**src/hdl/arc_pkg.sv**
```systemverilog
// Constants for the audio receiver control register bank.
// Assumes a single system clock domain; all users import arc_pkg::*.
`default_nettype none
package arc_pkg;
	// Register addresses on the control port
	localparam logic [6:0] ADR_CLK_OUT = 7'h01;
	localparam logic [6:0] ADR_FILT_RT0 = 7'h02;
	localparam logic [6:0] ADR_RT12 = 7'h03;
	localparam logic [6:0] ADR_PWR_IN = 7'h04;
	localparam logic [6:0] ADR_SER_FMT = 7'h05;
	localparam logic [6:0] ADR_ERR_MASK = 7'h06;
	localparam logic [6:0] ADR_INT_MASK = 7'h07;
	localparam logic [6:0] ADR_CHSTAT = 7'h0a;
	localparam logic [6:0] ADR_ERR_STAT = 7'h0c;
	localparam logic [6:0] ADR_INT_STAT = 7'h0d;
	localparam logic [3:0] ADR_RW_HI = 4'h0;
	// Reset values and writable bits, indexed by address 0..7
	localparam logic [7:0] REG_RESET [8] = '{8'h00, 8'h00, 8'h00, 8'h00,
		8'h01, 8'h00, 8'h00, 8'h00};
	localparam logic [7:0] REG_WMASK [8] = '{8'h00, 8'hff, 8'hff, 8'hff,
		8'hff, 8'hff, 8'h7f, 8'h7f};
	// Field positions (least significant bit of each field)
	localparam int CO_SWCLK = 7, CO_MUTE = 6, CO_INT = 4, CO_HOLD = 2;
	localparam int CO_RECOVERED_CLK_RATE_SEL = 1, CO_CHS = 0;
	localparam int F2_COPYINH = 7, F2_DEEMPH = 4, F2_RT0 = 0;
	localparam int R3_RT1 = 4, R3_RT2 = 0;
	localparam int PW_RUN = 7, PW_RXD = 6, PW_RX = 3, PW_TX = 0;
	localparam int SF_MS = 7, SF_SF = 6, SF_RES = 4, SF_JUST = 3;
	localparam int SF_DEL = 2, SF_SPOL = 1, SF_LRPOL = 0;
	// Error and event bit layout
	localparam logic [6:0] AUDIO_ERR_MASK = 7'h1f;
	localparam int INT_RECEIVE_ERROR_FLAG = 2;
	// De-emphasis select codes and channel-status rate codes
	localparam logic [2:0] DE_OFF = 3'h0, DE_32 = 3'h1, DE_44 = 3'h2;
	localparam logic [2:0] DE_48 = 3'h3, DE_AUTO = 3'h4;
	localparam logic [1:0] CS_FS_44 = 2'h0, CS_FS_48 = 2'h2;
	localparam logic [1:0] CS_FS_32 = 2'h3;
	// Word handling
	localparam logic [3:0] AUX_MAX = 4'h8;
	localparam logic [23:0] KEEP_ALL = 24'hffffff;
	localparam logic [23:0] KEEP_20 = 24'hfffff0;
	localparam logic [23:0] KEEP_16 = 24'hffff00;
	typedef enum logic [1:0] {ARC_POL_HOLD, ARC_POL_ZERO, ARC_POL_PASS,
		ARC_POL_RSV} arc_policy_t;
	typedef enum logic [1:0] {ARC_W24, ARC_W20, ARC_W16, ARC_RAW} arc_wsize_t;
	typedef enum logic [1:0] {ARC_INT_HIGH, ARC_INT_LOW, ARC_INT_OD,
		ARC_INT_RSV} arc_intsty_t;
	typedef enum logic [1:0] {ARC_COEF_OFF, ARC_COEF_32, ARC_COEF_44,
		ARC_COEF_48} arc_coef_t;
	typedef enum logic [1:0] {ARC_CK_PLL, ARC_CK_OSC, ARC_CK_LOCAL,
		ARC_CK_SPARE} arc_cksrc_t;
endpackage
`default_nettype wire

```
**src/hdl/arc_cfg_if.sv**
```systemverilog
// Settings passed from the register bank to the sample path.
// Assumes both ends run on clk_sys.
`default_nettype none
interface arc_cfg_if;
	import arc_pkg::*;
	arc_policy_t policy;
	logic mute;
	logic word_truncate_en_en;
	logic [3:0] aux_width;
	arc_wsize_t word_size;
	logic audio_err;
	modport ctrl(output policy, mute, word_truncate_en_en, aux_width, word_size,
		audio_err);
	modport filt(input policy, mute, word_truncate_en_en, aux_width, word_size,
		audio_err);
endinterface
`default_nettype wire

```
**src/hdl/arc_ctrl_regs.sv**
```systemverilog
// Control register bank of the audio receiver, reached over the
// control port with byte address, write strobe and read strobe.
// Assumes error sources, events and channel status come from the
// receiver core on clk_sys; lock_loss_pin is asynchronous.
// Operation
// - Unlock: oscillator clock if fallback bit 0, local clock if 1.
// - Mute bit forces every serial output data bit to zero.
// - Interrupt pin style: 00 high, 01 low, 10 open-drain low.
// - Error policy: 00 hold last good, 01 zero, 10 pass.
// - Recovered clock rate bit picks 256 or 128 times sample rate.
// - Status channel bit picks channel A or B for status register.
// - Truncation uses the selected channel's aux width for both.
// - Copy inhibit bit blocks D to E status buffer updates.
// - De-emphasis: 000 off, 001 32k, 010 44.1k, 011 48k.
// - Auto code 100 follows channel A status; off for non-audio.
// - Three four-bit output route fields, all reset to zero.
// - Run bit 0 stops the core; control port still works.
// - Clock tristate bit floats the recovered clock pin.
// - Receive input select resets 000; passthrough select 001.
// - Master bit makes device drive bit and frame clocks.
// - Word size 00 24-bit, 01 20-bit, 10 16-bit.
// - Word size 11 passes raw received data, left justified.
// - Right justify only in master, non-raw; delay bit left only.
// - Bit clock and frame clock polarity bits for the receiver.
// - Error mask bit enables register, flag, interrupt, sample.
// - The two CRC errors never change the audio sample.
// - Interrupt mask bit enables status bit and interrupt output.
// - Truncated word length is 24 minus aux width.
// - Error bits stay until read; read clears absent sources.
`default_nettype none
module arc_ctrl_regs
	import arc_pkg::*;
(
	input wire logic clk_sys,
	input wire logic srst,
	input wire logic cp_wr_en,
	input wire logic cp_rd_en,
	input wire logic [6:0] cp_addr,
	input wire logic [7:0] cp_wdata,
	output var logic [7:0] cp_rdata_q,
	input wire logic lock_loss_pin,
	input wire logic [6:0] err_src,
	input wire logic [6:0] int_evt,
	input wire logic [3:0] cha_aux,
	input wire logic [3:0] chb_aux,
	input wire logic [3:0] cha_cs_flags,
	input wire logic [3:0] chb_cs_flags,
	input wire logic cha_preemph,
	input wire logic [1:0] cha_rate,
	input wire logic non_audio,
	input wire logic sample_valid,
	input wire logic [23:0] sample_in,
	output logic [23:0] sample_out_q,
	output logic sample_out_valid_q,
	output logic core_reset_q,
	output logic copy_update_en_q,
	output arc_coef_t deemph_coef_q,
	output logic [3:0] output0_route_sel,
	output logic [3:0] output1_route_sel,
	output logic [3:0] output2_route_sel,
	output logic [2:0] rx_input_sel,
	output logic [2:0] pass_input_sel,
	output logic port_master_sel,
	output logic bitclk_rate_sel,
	output arc_wsize_t output_word_size,
	output logic right_justify_q,
	output logic msb_delay_q,
	output logic bitclk_polarity,
	output logic frame_clk_polarity,
	output logic receive_error_flag_q,
	output logic int_pin_o_q,
	output logic int_pin_oe_n_q,
	output arc_cksrc_t recovered_master_clock_src_q,
	output logic recovered_master_clock_div128_q,
	output logic recovered_master_clock_oe_n_q
);
	logic [7:0] regs_q [8];
	logic [6:0] err_stat_q;
	logic [6:0] int_stat_q;
	logic lock_s1_q;
	logic lock_s2_q;
	logic lock_s3_q;
	logic lock_lost_q;
	logic receive_error_flag_live_q;
	arc_cfg_if cfg();

	// Plain read/write registers; entry 0 has no writable bits
	genvar g;
	generate
		for (g = 0; g < 8; g++) begin : g_rw
			wire hit = cp_wr_en && cp_addr[6:3] == ADR_RW_HI &&
				cp_addr[2:0] == 3'(g);
			always_ff @(posedge clk_sys) begin
				if (srst)
					regs_q[g] <= REG_RESET[g];
				else if (hit)
					regs_q[g] <= cp_wdata & REG_WMASK[g];
			end
		end
	endgenerate

	// Field decode
	wire [7:0] r_co = regs_q[ADR_CLK_OUT[2:0]];
	wire [7:0] r_f2 = regs_q[ADR_FILT_RT0[2:0]];
	wire [7:0] r_r3 = regs_q[ADR_RT12[2:0]];
	wire [7:0] r_pw = regs_q[ADR_PWR_IN[2:0]];
	wire [7:0] r_sf = regs_q[ADR_SER_FMT[2:0]];
	wire [6:0] err_mask = regs_q[ADR_ERR_MASK[2:0]][6:0];
	wire [6:0] int_mask = regs_q[ADR_INT_MASK[2:0]][6:0];
	wire status_channel_sel = r_co[CO_CHS];
	wire run = r_pw[PW_RUN];
	wire [2:0] deemph_select = r_f2[F2_DEEMPH +: 3];
	wire arc_wsize_t wsize = arc_wsize_t'(r_sf[SF_RES +: 2]);
	wire raw_mode = wsize == ARC_RAW;

	// Routing and port format fields leave straight from the registers
	assign output0_route_sel = r_f2[F2_RT0 +: 4];
	assign output1_route_sel = r_r3[R3_RT1 +: 4];
	assign output2_route_sel = r_r3[R3_RT2 +: 4];
	assign rx_input_sel = r_pw[PW_RX +: 3];
	assign pass_input_sel = r_pw[PW_TX +: 3];
	assign port_master_sel = r_sf[SF_MS];
	assign bitclk_rate_sel = r_sf[SF_SF];
	assign output_word_size = wsize;
	assign bitclk_polarity = r_sf[SF_SPOL];
	assign frame_clk_polarity = r_sf[SF_LRPOL];

	// Unlock from the pin: three stages, accept when stages 2 and 3 agree
	always_ff @(posedge clk_sys) begin
		if (srst) begin
			lock_s1_q <= 1'b0;
			lock_s2_q <= 1'b0;
			lock_s3_q <= 1'b0;
			lock_lost_q <= 1'b0;
		end else begin
			lock_s1_q <= lock_loss_pin;
			lock_s2_q <= lock_s1_q;
			lock_s3_q <= lock_s2_q;
			if (lock_s2_q == lock_s3_q)
				lock_lost_q <= lock_s3_q;
		end
	end

	// Error path; CRC sources are kept out of the sample decision
	// A mask write reaches the sticky bits one cycle later
	wire [6:0] err_live = err_src & err_mask;
	wire audio_err_any = |(err_live & AUDIO_ERR_MASK);
	wire receive_error_flag_live = |err_live;
	wire err_rd = cp_rd_en && cp_addr == ADR_ERR_STAT;
	wire int_rd = cp_rd_en && cp_addr == ADR_INT_STAT;
	// Set wins over the read clear, so an event in the read cycle stays
	wire [6:0] err_stat_d = ((err_rd ? 7'h00 : err_stat_q) | err_live) &
		err_mask;
	wire receive_error_flag_rise = receive_error_flag_live && !receive_error_flag_live_q;
	wire [6:0] evt_all = int_evt | (7'(receive_error_flag_rise) << INT_RECEIVE_ERROR_FLAG);
	wire [6:0] int_stat_d = ((int_rd ? 7'h00 : int_stat_q) | evt_all) &
		int_mask;

	always_ff @(posedge clk_sys) begin
		if (srst) begin
			err_stat_q <= 7'h00;
			int_stat_q <= 7'h00;
			receive_error_flag_live_q <= 1'b0;
			receive_error_flag_q <= 1'b0;
		end else begin
			err_stat_q <= err_stat_d;
			int_stat_q <= int_stat_d;
			receive_error_flag_live_q <= receive_error_flag_live;
			receive_error_flag_q <= receive_error_flag_live;
		end
	end

	// Status channel view: selected channel's aux width and flags
	wire [3:0] sel_aux = status_channel_sel ? chb_aux : cha_aux;
	wire [3:0] sel_flags = status_channel_sel ? chb_cs_flags : cha_cs_flags;
	wire [7:0] chstat_word = {sel_aux, sel_flags};

	// Read decode; unmapped addresses read as zero
	// Reading the error or event register also clears it
	wire rw_sel = cp_addr[6:3] == ADR_RW_HI;
	wire [7:0] rd_word = rw_sel ? regs_q[cp_addr[2:0]] :
		(cp_addr == ADR_CHSTAT) ? chstat_word :
		(cp_addr == ADR_ERR_STAT) ? {1'b0, err_stat_q} :
		(cp_addr == ADR_INT_STAT) ? {1'b0, int_stat_q} : 8'h00;

	// Read data is held until the next read strobe
	always_ff @(posedge clk_sys) begin
		if (srst)
			cp_rdata_q <= 8'h00;
		else if (cp_rd_en)
			cp_rdata_q <= rd_word;
	end

	// De-emphasis choice; auto mode looks only at channel A
	wire arc_coef_t auto_coef = (non_audio || !cha_preemph) ? ARC_COEF_OFF :
		(cha_rate == CS_FS_32) ? ARC_COEF_32 :
		(cha_rate == CS_FS_44) ? ARC_COEF_44 :
		(cha_rate == CS_FS_48) ? ARC_COEF_48 : ARC_COEF_OFF;
	// Reserved select codes fall back to filter off
	wire arc_coef_t coef_d = (deemph_select == DE_32) ? ARC_COEF_32 :
		(deemph_select == DE_44) ? ARC_COEF_44 :
		(deemph_select == DE_48) ? ARC_COEF_48 :
		(deemph_select == DE_AUTO) ? auto_coef : ARC_COEF_OFF;

	// Port format: right justify only in master mode outside raw mode
	wire rjust_d = r_sf[SF_JUST] && port_master_sel && !raw_mode;
	wire delay_d = r_sf[SF_DEL] && !rjust_d;

	// Core controls, registered so every output starts from a flop
	always_ff @(posedge clk_sys) begin
		if (srst) begin
			core_reset_q <= 1'b1;
			copy_update_en_q <= 1'b1;
			deemph_coef_q <= ARC_COEF_OFF;
			right_justify_q <= 1'b0;
			msb_delay_q <= 1'b0;
		end else begin
			core_reset_q <= !run;
			copy_update_en_q <= !r_f2[F2_COPYINH];
			deemph_coef_q <= coef_d;
			right_justify_q <= rjust_d;
			msb_delay_q <= delay_d;
		end
	end

	// Settings for the sample path
	assign cfg.policy = arc_policy_t'(r_co[CO_HOLD +: 2]);
	assign cfg.mute = r_co[CO_MUTE];
	assign cfg.word_truncate_en_en = 1'b1;
	assign cfg.aux_width = sel_aux;
	assign cfg.word_size = wsize;
	assign cfg.audio_err = audio_err_any;

	arc_sample_path u_path (
		.clk_sys(clk_sys),
		.srst(srst),
		.core_rst(core_reset_q),
		.cfg(cfg.filt),
		.sample_valid(sample_valid),
		.sample_in(sample_in),
		.out_sample_q(sample_out_q),
		.out_valid_q(sample_out_valid_q)
	);

	// Interrupt output follows any pending status bit
	wire int_any = |int_stat_q;
	wire arc_intsty_t int_style = arc_intsty_t'(r_co[CO_INT +: 2]);
	arc_pin_ctl u_pins (
		.clk_sys(clk_sys),
		.srst(srst),
		.int_active(int_any),
		.int_style(int_style),
		.lock_lost(lock_lost_q),
		.fallback_local(r_co[CO_SWCLK]),
		.rate_128(r_co[CO_RECOVERED_CLK_RATE_SEL]),
		.recovered_master_clock_off(r_pw[PW_RXD]),
		.int_pin_o_q(int_pin_o_q),
		.int_pin_oe_n_q(int_pin_oe_n_q),
		.recovered_master_clock_src_q(recovered_master_clock_src_q),
		.recovered_master_clock_div128_q(recovered_master_clock_div128_q),
		.recovered_master_clock_oe_n_q(recovered_master_clock_oe_n_q)
	);
endmodule
`default_nettype wire

```
**src/hdl/arc_pin_ctl.sv**
```systemverilog
// Interrupt pin drive and recovered clock source selection.
// Assumes lock_lost is already synchronised to clk_sys.
`default_nettype none
module arc_pin_ctl
	import arc_pkg::*;
(
	input wire logic clk_sys,
	input wire logic srst,
	input wire logic int_active,
	input wire arc_intsty_t int_style,
	input wire logic lock_lost,
	input wire logic fallback_local,
	input wire logic rate_128,
	input wire logic recovered_master_clock_off,
	output var logic int_pin_o_q,
	output var logic int_pin_oe_n_q,
	output var arc_cksrc_t recovered_master_clock_src_q,
	output var logic recovered_master_clock_div128_q,
	output var logic recovered_master_clock_oe_n_q
);
	// Open drain only pulls low while active; reserved acts as high
	wire od = int_style == ARC_INT_OD;
	wire pin_o = (int_style == ARC_INT_LOW || od) ? 1'b0 : int_active;
	wire low_o = (int_style == ARC_INT_LOW) ? !int_active : pin_o;
	wire pin_oe_n = od ? !int_active : 1'b0;
	wire arc_cksrc_t ck_d = !lock_lost ? ARC_CK_PLL :
		(fallback_local ? ARC_CK_LOCAL : ARC_CK_OSC);

	always_ff @(posedge clk_sys) begin
		if (srst) begin
			int_pin_o_q <= 1'b0;
			int_pin_oe_n_q <= 1'b0;
			recovered_master_clock_src_q <= ARC_CK_PLL;
			recovered_master_clock_div128_q <= 1'b0;
			recovered_master_clock_oe_n_q <= 1'b0;
		end else begin
			int_pin_o_q <= low_o;
			int_pin_oe_n_q <= pin_oe_n;
			recovered_master_clock_src_q <= ck_d;
			recovered_master_clock_div128_q <= rate_128;
			recovered_master_clock_oe_n_q <= recovered_master_clock_off;
		end
	end
endmodule
`default_nettype wire

```
**src/hdl/arc_sample_path.sv**
```systemverilog
// Sample path: error policy, truncation, word size and mute.
// Assumes one sample per sample_valid pulse on clk_sys.
`default_nettype none
module arc_sample_path
	import arc_pkg::*;
(
	input wire logic clk_sys,
	input wire logic srst,
	input wire logic core_rst,
	arc_cfg_if.filt cfg,
	input wire logic sample_valid,
	input wire logic [23:0] sample_in,
	output var logic [23:0] out_sample_q,
	output var logic out_valid_q
);
	logic [23:0] last_good_q;
	// Reserved aux widths act as no truncation
	wire aux_ok = cfg.aux_width <= AUX_MAX;
	wire is_raw = cfg.word_size == ARC_RAW;
	wire [23:0] word_truncate_en_keep = (cfg.word_truncate_en_en && aux_ok && !is_raw) ?
		(KEEP_ALL << cfg.aux_width) : KEEP_ALL;
	wire [23:0] size_keep = (cfg.word_size == ARC_W20) ? KEEP_20 :
		(cfg.word_size == ARC_W16) ? KEEP_16 : KEEP_ALL;
	// Hold is also used for the reserved policy code
	wire hold_pick = cfg.audio_err && (cfg.policy == ARC_POL_HOLD ||
		cfg.policy == ARC_POL_RSV);
	wire zero_pick = cfg.audio_err && cfg.policy == ARC_POL_ZERO;
	wire [23:0] picked = zero_pick ? 24'h000000 :
		hold_pick ? last_good_q : sample_in;
	wire [23:0] shaped = cfg.mute ? 24'h000000 :
		(picked & word_truncate_en_keep & size_keep);

	// Core reset clears the path while the block is stopped
	always_ff @(posedge clk_sys) begin
		if (srst || core_rst) begin
			out_sample_q <= 24'h000000;
			out_valid_q <= 1'b0;
			last_good_q <= 24'h000000;
		end else begin
			out_valid_q <= sample_valid;
			if (sample_valid)
				out_sample_q <= shaped;
			if (sample_valid && !cfg.audio_err)
				last_good_q <= sample_in;
		end
	end
endmodule
`default_nettype wire

```
**config.mk**
```make
export PLATFORM = sky130hd
export DESIGN_NAME = arc_ctrl_regs
export DESIGN_NICKNAME = d
export VERILOG_FILES = /design/src/hdl/arc_pkg.sv /design/src/hdl/arc_cfg_if.sv /design/src/hdl/arc_ctrl_regs.sv /design/src/hdl/arc_pin_ctl.sv /design/src/hdl/arc_sample_path.sv
export SDC_FILE = /design/constraint.sdc
export NUM_CORES = 1
export LEC_CHECK = 0
export BUFFER_PORTS_ARGS = -buffer_cell sky130_fd_sc_hd__buf_2
export CAP_MARGIN = 5
export CORE_ASPECT_RATIO = 0.5
export CORE_MARGIN = 2
export CORE_UTILIZATION = 54
export CTS_CLUSTER_SIZE = 30
export DETAILED_ROUTE_END_ITERATION = 7
export GPL_TIMING_DRIVEN = 0
export PLACE_DENSITY = 0.85
export SLEW_MARGIN = 15
export SYNTH_ARGS = -nofsm -noshare
export SYNTH_HDL_FRONTEND = slang
export SYNTH_HIERARCHICAL = 1
export SYNTH_SLANG_ARGS = --single-unit
```
**constraint.sdc**
```tcl
create_clock -name clk_sys -period 2.6 [get_ports clk_sys]
set_clock_uncertainty 0.05 [all_clocks]
set_input_delay 0.52 -clock clk_sys [delete_from_list [all_inputs] [get_ports clk_sys]]
set_output_delay 0.52 -clock clk_sys [all_outputs]
set_load 0.01 [all_outputs]
```
Word level (Yosys, flattened, before mapping):

Memories as Yosys holds them, arrays and structs flattened.
Cells that the tools add are included.

* register bits: 88
* RAM bits: 64
* word-level logic and storage cells: 167
* memories: 1

* equal/unequal tests: 24
* reductions and logical operators: 41
* $lt $le $gt $ge: 1
* shifts and indexed selects: 1
* bitwise operators: 18
* mux-type cells: 59

Memory list
* regs_q: words 8, width 8, read ports 8, clocked after Yosys merged registers in 0, write ports 8, line arc_ctrl_regs.sv:77 `logic [7:0] regs_q [8];`

Operator list (count)
* 24-bit 2-to-1 mux: 5
* 8-bit 2-to-1 mux: 11
* 24-bit bitwise AND: 2
* 1-bit 2-to-1 mux: 29
* 7-bit 2-to-1 mux: 4
* 24-bit by 4-bit left shift with 24-bit output, first input constant: 1
* 7-bit bitwise AND: 3
* 7-bit by 4-bit equality test with 1-bit output, second input constant: 3
* 1-bit logical AND: 19
* 2-bit 2-to-1 mux: 8
* 3-bit equality test, second input constant: 5
* 7-bit OR: 2
* 7-bit OR reduction: 2
* 2-bit equality test, second input constant: 6
* 3-bit by 2-bit equality test with 1-bit output, second input constant: 4
* 1-bit logical NOT: 8
* 4-bit 2-to-1 mux: 2
* 1-bit OR: 8
* 7-bit by 3-bit OR with 7-bit output: 1
* 2-bit by 1-bit equality test with 1-bit output, second input constant: 3
* 3-bit by 1-bit equality test with 1-bit output, second input constant: 2
* 2-bit OR reduction: 3
* 5-bit OR reduction: 1
* 4-bit less-or-equal comparator, second input constant: 1
* other kinds (6): 11

Depth between registers and ports, before layout:

* depth in word-level cells: 9
* depth in mapped cells: 8

Hierarchy:

Netlist, hierarchy kept.

Modules (own cells, without submodules)
* arc_ctrl_regs: times used 1, cells each 360, sequential area each 2282.2 um^2, area an instance 4267.8 um^2
* arc_sample_path: times used 1, cells each 251, sequential area each 980.9 um^2, area an instance 2200.9 um^2
* arc_pin_ctl: times used 1, cells each 18, sequential area each 120.1 um^2, area an instance 214.0 um^2

Least setup slack after synthesis:

OpenSTA, ideal clock, no wires.

* kind: input to register
* start point: input port cp_addr[3]
* end point: memory regs_q[4][0], enable pin
* library setup time: 0.387 ns
* stages: 4
* buffers on the path: 1
* path slack: 0.206 ns
* arrival time: 1.958 ns
* cells stage by stage: buf_2 nor4_4 nand3_4 o31ai_1

RTL lines
* from (decl): line arc_ctrl_regs.sv:38 `input wire logic [6:0] cp_addr,`
* to (decl): line arc_ctrl_regs.sv:77

==> qor.json <==
{
  "run_status": {
    "outcome": "finished clean"
  },
  "timing": {
    "slew_headroom_pct": 23.3,
    "final_period_util_pct": 92.6,
    "max_freq_ghz": 0.415,
    "final-setup-viol-count": 0,
    "tightestPinTransition_ns": 1.14,
    "finalWorstSetupSlack_ns": 0.192,
    "min_period_ns": 2.41,
    "grt_setup_unrepaired": "false",
    "finalHoldViolCount": 0,
    "maxSlewViolCount": 0
  },
  "floorplanning": {
    "core_area_sq_um": 11900,
    "die_width_um": 161,
    "die_height_um": 82.7,
    "io_pins": 149,
    "number_of_placement_rows": 28,
    "starting_utilization_of_the_core_area_pct": 55.9,
    "design.die.area_sq_um": 13300
  },
  "yosys": {
    "fraction_of_the_mapped_netlist_area_in_compound_gates_pct": 13.6,
    "yosys.cell_types.count": 67,
    "synth_xor_xnor_area_share_pct": 0,
    "post_synth_and_or_nand_nor_area_fraction_pct": 20.7,
    "synth_largest_type_area_fraction_pct": 26.4,
    "main_combinational_cell_family_by_area_after_synthesis": "simple AND/OR/NAND/NOR gates",
    "synth_mux_area_share_pct": 9.29,
    "synth_largest_area_cell": "sky130_fd_sc_hd__dfxtp_1",
    "syn_inst": 629,
    "yosysSeqAreaShare_pct": 50.6,
    "yosysMostFrequentCell": "sky130_fd_sc_hd__dfxtp_1",
    "post_synth_fa_ha_maj_area_fraction_pct": 0.936,
    "synth-seq-cells": 142,
    "dominantRegCellSynth": "sky130_fd_sc_hd__dfxtp_1",
    "synthesis.area_per_instance_sq_um": 10.6,
    "synth_area_leaders": "sky130_fd_sc_hd__dfxtp_1 26%, sky130_fd_sc_hd__edfxtp_1 24%, sky130_fd_sc_hd__mux2_2 6.7%",
    "synthesis.area_sq_um": 6680,
    "ys_warn_count": 6,
    "synthTopCellsByCount": "88 x sky130_fd_sc_hd__dfxtp_1, 75 x sky130_fd_sc_hd__nand2_1, 56 x sky130_fd_sc_hd__and2_1",
    "ys_async_sr_fraction_pct": 0,
    "synth-edff-count": 54
  },
  "min_path": {
    "hold_path_end": "lock_s1_q",
    "worst_hold_path_type": "primary input to flop",
    "worst_hold_startpoint": "lock_loss_pin",
    "hold_depth": 2
  },
  "global_route": {
    "gr_util_all_layers_pct": 27.9,
    "gr-total-overflow": 0,
    "first_global_vias": 5326,
    "grt_start_max_net_pins": 17,
    "first_pass_grt_wire_length_um": 27700,
    "grt_antenna_before_repair": 1
  },
  "cts": {
    "cts_tree": "done",
    "clkSlewWorstSetupHoldPaths_ns": 0.06,
    "cts-buffers-inserted": 17,
    "max_h_tree_level": 4,
    "post_cts_resized": 0,
    "cts.path.max_buffers": 2,
    "cts_sinks": 142,
    "holdBufCountCts": 0,
    "cts_setup_buffers": 0,
    "clockRootBuffer": "sky130_fd_sc_hd__clkbuf_16",
    "clk-insertion-delay-late_ns": 0.43
  },
  "power_and_ir_drop": {
    "power.share.sequential_pct": 44.7,
    "internal_power_mw": 4.02,
    "netSwitchingPower_mw": 1.44,
    "power.switching_fraction_pct": 26.5,
    "total_power_mw": 5.46,
    "worst_ir_drop_vdd_mv": 0.402,
    "combinational_cell_fraction_of_total_power_pct": 10.7,
    "clock_power_share_pct": 44.6,
    "pwr_cell_area_nw_per_um2": 665,
    "p_leak_nw": 3.30
  },
  "worst_setup_path": {
    "crit_arrival_ns": 2.40,
    "crit_family": "compound AO/OA/AOI/OAI gates",
    "worst-path-buf-inv": 1,
    "worst_r2r_startpoint": "regs_q[6][0]",
    "crit_chain": "buf_2 > nor4_4 > nand3b_2 > o21ai_0",
    "critical_path_launch_point_type": "primary input",
    "slowest_stage": "sky130_fd_sc_hd__o21ai_0",
    "critPathCaptureType": "flop",
    "cp_slowest_stage_delay_ns": 0.94,
    "cp.required_ns": 2.59,
    "critPathKind": "primary input to flop",
    "largest_fanout_on_the_critical_path": 10,
    "regToRegEndpoint": "u_path/out_sample_q[20]",
    "reg_to_reg_setup_timing_slack_ns": 0.24,
    "number_of_cells_on_the_worst_reg_to_reg_path": 8,
    "levels_on_crit_path": 4
  },
  "routing": {
    "detail_route.first_pass.iterations": 6,
    "drt-vias-per-instance": 5.78,
    "drt_first_iter_violations": 454,
    "via_count": 5620,
    "routed_wirelength_um": 18500,
    "residual_antenna_violating_net_count_after_detailed_routing": 0,
    "drt-wirelength-per-cell_um": 19.0,
    "drc": 0
  },
  "placed_design": {
    "dpl.hpwl_um": 13600,
    "buffer_ports.inserted": 145,
    "gpl.final_weighted_congestion": 0.936,
    "post_dp_cell_area_sq_um": 7620,
    "dp_slack_ns": -0.237
  },
  "cells_and_area": {
    "syn_to_final_growth_pct": 22.9,
    "fin_nets": 878,
    "layout-drive-gt1-share_pct": 35.3,
    "fillerInstances": 865,
    "stdcell_area_sq_um": 8210
  },
  "job": {
    "max_cap_viol_count": 0
  }
}
==> kinds of logic after synthesis <==
logic type,count (synthesis)
AO/OA/AOI/OAI,133
other,1
buffers and inverters,58
adder cells (fa/ha/maj),5
flip-flops,142
AND/OR/NAND/NOR,236
multiplexers,54
==> stage by stage <==
step                setup TNS, ns  hold slack (ns)  std cells  utilization, %
floorplan                       0            0.364        630               -
global placement            -9.36            0.368        940            63.8
CTS                             0            0.266        972            68.7
finish                          0            0.268        973            68.7
global route                    0            0.276        972            68.7
detailed placement          -7.56            0.381        940            63.8
==> routing by layer <==
metal | global-route usage (%) | vias up | share of wire, %
li1 | - | 2597 | -
met1 | 36.2 | 2717 | 43
met2 | 46.3 | 275 | 48
met3 | 6.24 | 31 | 7.9
met4 | 11.3 | 0 | 1.8
met5 | 0 | - | 0
==> placed cells by master (no fill, tap or decap), types with 3 or more instances in the layout <==
cell type                   count
sky130_fd_sc_hd__a21oi_1       53
sky130_fd_sc_hd__a221oi_1       5
sky130_fd_sc_hd__a22oi_1       20
sky130_fd_sc_hd__a31o_2         3
sky130_fd_sc_hd__a31oi_1        4
sky130_fd_sc_hd__and2_1        56
sky130_fd_sc_hd__buf_2        161
sky130_fd_sc_hd__buf_4         14
sky130_fd_sc_hd__buf_6          4
sky130_fd_sc_hd__clkbuf_1      12
sky130_fd_sc_hd__clkbuf_16     17
sky130_fd_sc_hd__dfxtp_1       88
sky130_fd_sc_hd__edfxtp_1      54
sky130_fd_sc_hd__ha_1           5
sky130_fd_sc_hd__inv_1         10
sky130_fd_sc_hd__inv_6          5
sky130_fd_sc_hd__inv_8          3
sky130_fd_sc_hd__mux2_2        40
sky130_fd_sc_hd__mux2i_1       11
sky130_fd_sc_hd__nand2_1       75
sky130_fd_sc_hd__nand2b_1       9
sky130_fd_sc_hd__nand3_1        6
sky130_fd_sc_hd__nand4_1        3
sky130_fd_sc_hd__nand4b_1       5
sky130_fd_sc_hd__nor2_1        23
sky130_fd_sc_hd__nor2b_1       12
sky130_fd_sc_hd__nor3_1         3
sky130_fd_sc_hd__nor3_2         6
sky130_fd_sc_hd__nor3b_1       16
sky130_fd_sc_hd__o211a_1        3
sky130_fd_sc_hd__o21ai_0       11
sky130_fd_sc_hd__o221ai_1       6
sky130_fd_sc_hd__o22ai_1        3
sky130_fd_sc_hd__o2bb2ai_1      3
sky130_fd_sc_hd__o31ai_1        4
==> sequential cells by signal, summed over array words and instances, names as in the netlist, 2 cells and up <==
register                             flops
regs_q                                  54
u_path/last_good_q                      24
u_path/out_sample_q                     24
cp_rdata_q                               8
err_stat_q                               7
int_stat_q                               7
deemph_coef_q                            2
u_pins/recovered_master_clock_src_q      2
==> how the worst max path moves through the flow <==
stage / startpoint / to / slack, ns
after floorplan: cp_addr[3] / regs_q[4][0] / 0.21
after global placement: cp_addr[3] / regs_q[4][2] / -0.42
after detailed placement: cp_addr[3] / regs_q[1][5] / -0.24
after CTS: cp_addr[3] / regs_q[1][1] / 0.20
after global routing: cp_addr[3] / regs_q[2][7] / 0.08
final: cp_addr[3] / regs_q[1][5] / 0.19
==> power groups by stage <==
stage / Sequential (mW) / Clock, mW / Combinational (mW)
after global placement: 2.49 / 0 / 0.562
final: 2.44 / 2.43 / 0.586
after detailed placement: 2.49 / 0 / 0.574
after global routing: 2.45 / 2.52 / 0.631
after floorplan: 2.47 / 0 / 0.357
after CTS: 2.44 / 2.44 / 0.579
==> area by class of cell <==
class | count | area, sq um | share of cell area [%]
repair buffers | 145 | 726 | 8.84
well taps | 165 | 206 | 2.51
multi-input cells | 430 | 2990 | 36.4
diodes | 1 | 2.50 | 0.0305
clock inverters | 14 | 145 | 1.77
clock buffers | 18 | 439 | 5.35
flip-flops and latches | 142 | 3380 | 41.2
inverters | 11 | 41.3 | 0.503
plain buffers | 47 | 279 | 3.40
==> worst reg2reg max path, stage by stage (launching register included) <==
cell,delay (ns)
sky130_fd_sc_hd__edfxtp_1,0.47
sky130_fd_sc_hd__a222oi_1,0.54
sky130_fd_sc_hd__nand2_1,0.14
sky130_fd_sc_hd__buf_6,0.18
sky130_fd_sc_hd__nand2_4,0.09
sky130_fd_sc_hd__buf_6,0.16
sky130_fd_sc_hd__mux2_2,0.35
sky130_fd_sc_hd__a22oi_1,0.20
sky130_fd_sc_hd__nor2_1,0.06
Note: power is estimated with default switching activity, not from simulation.
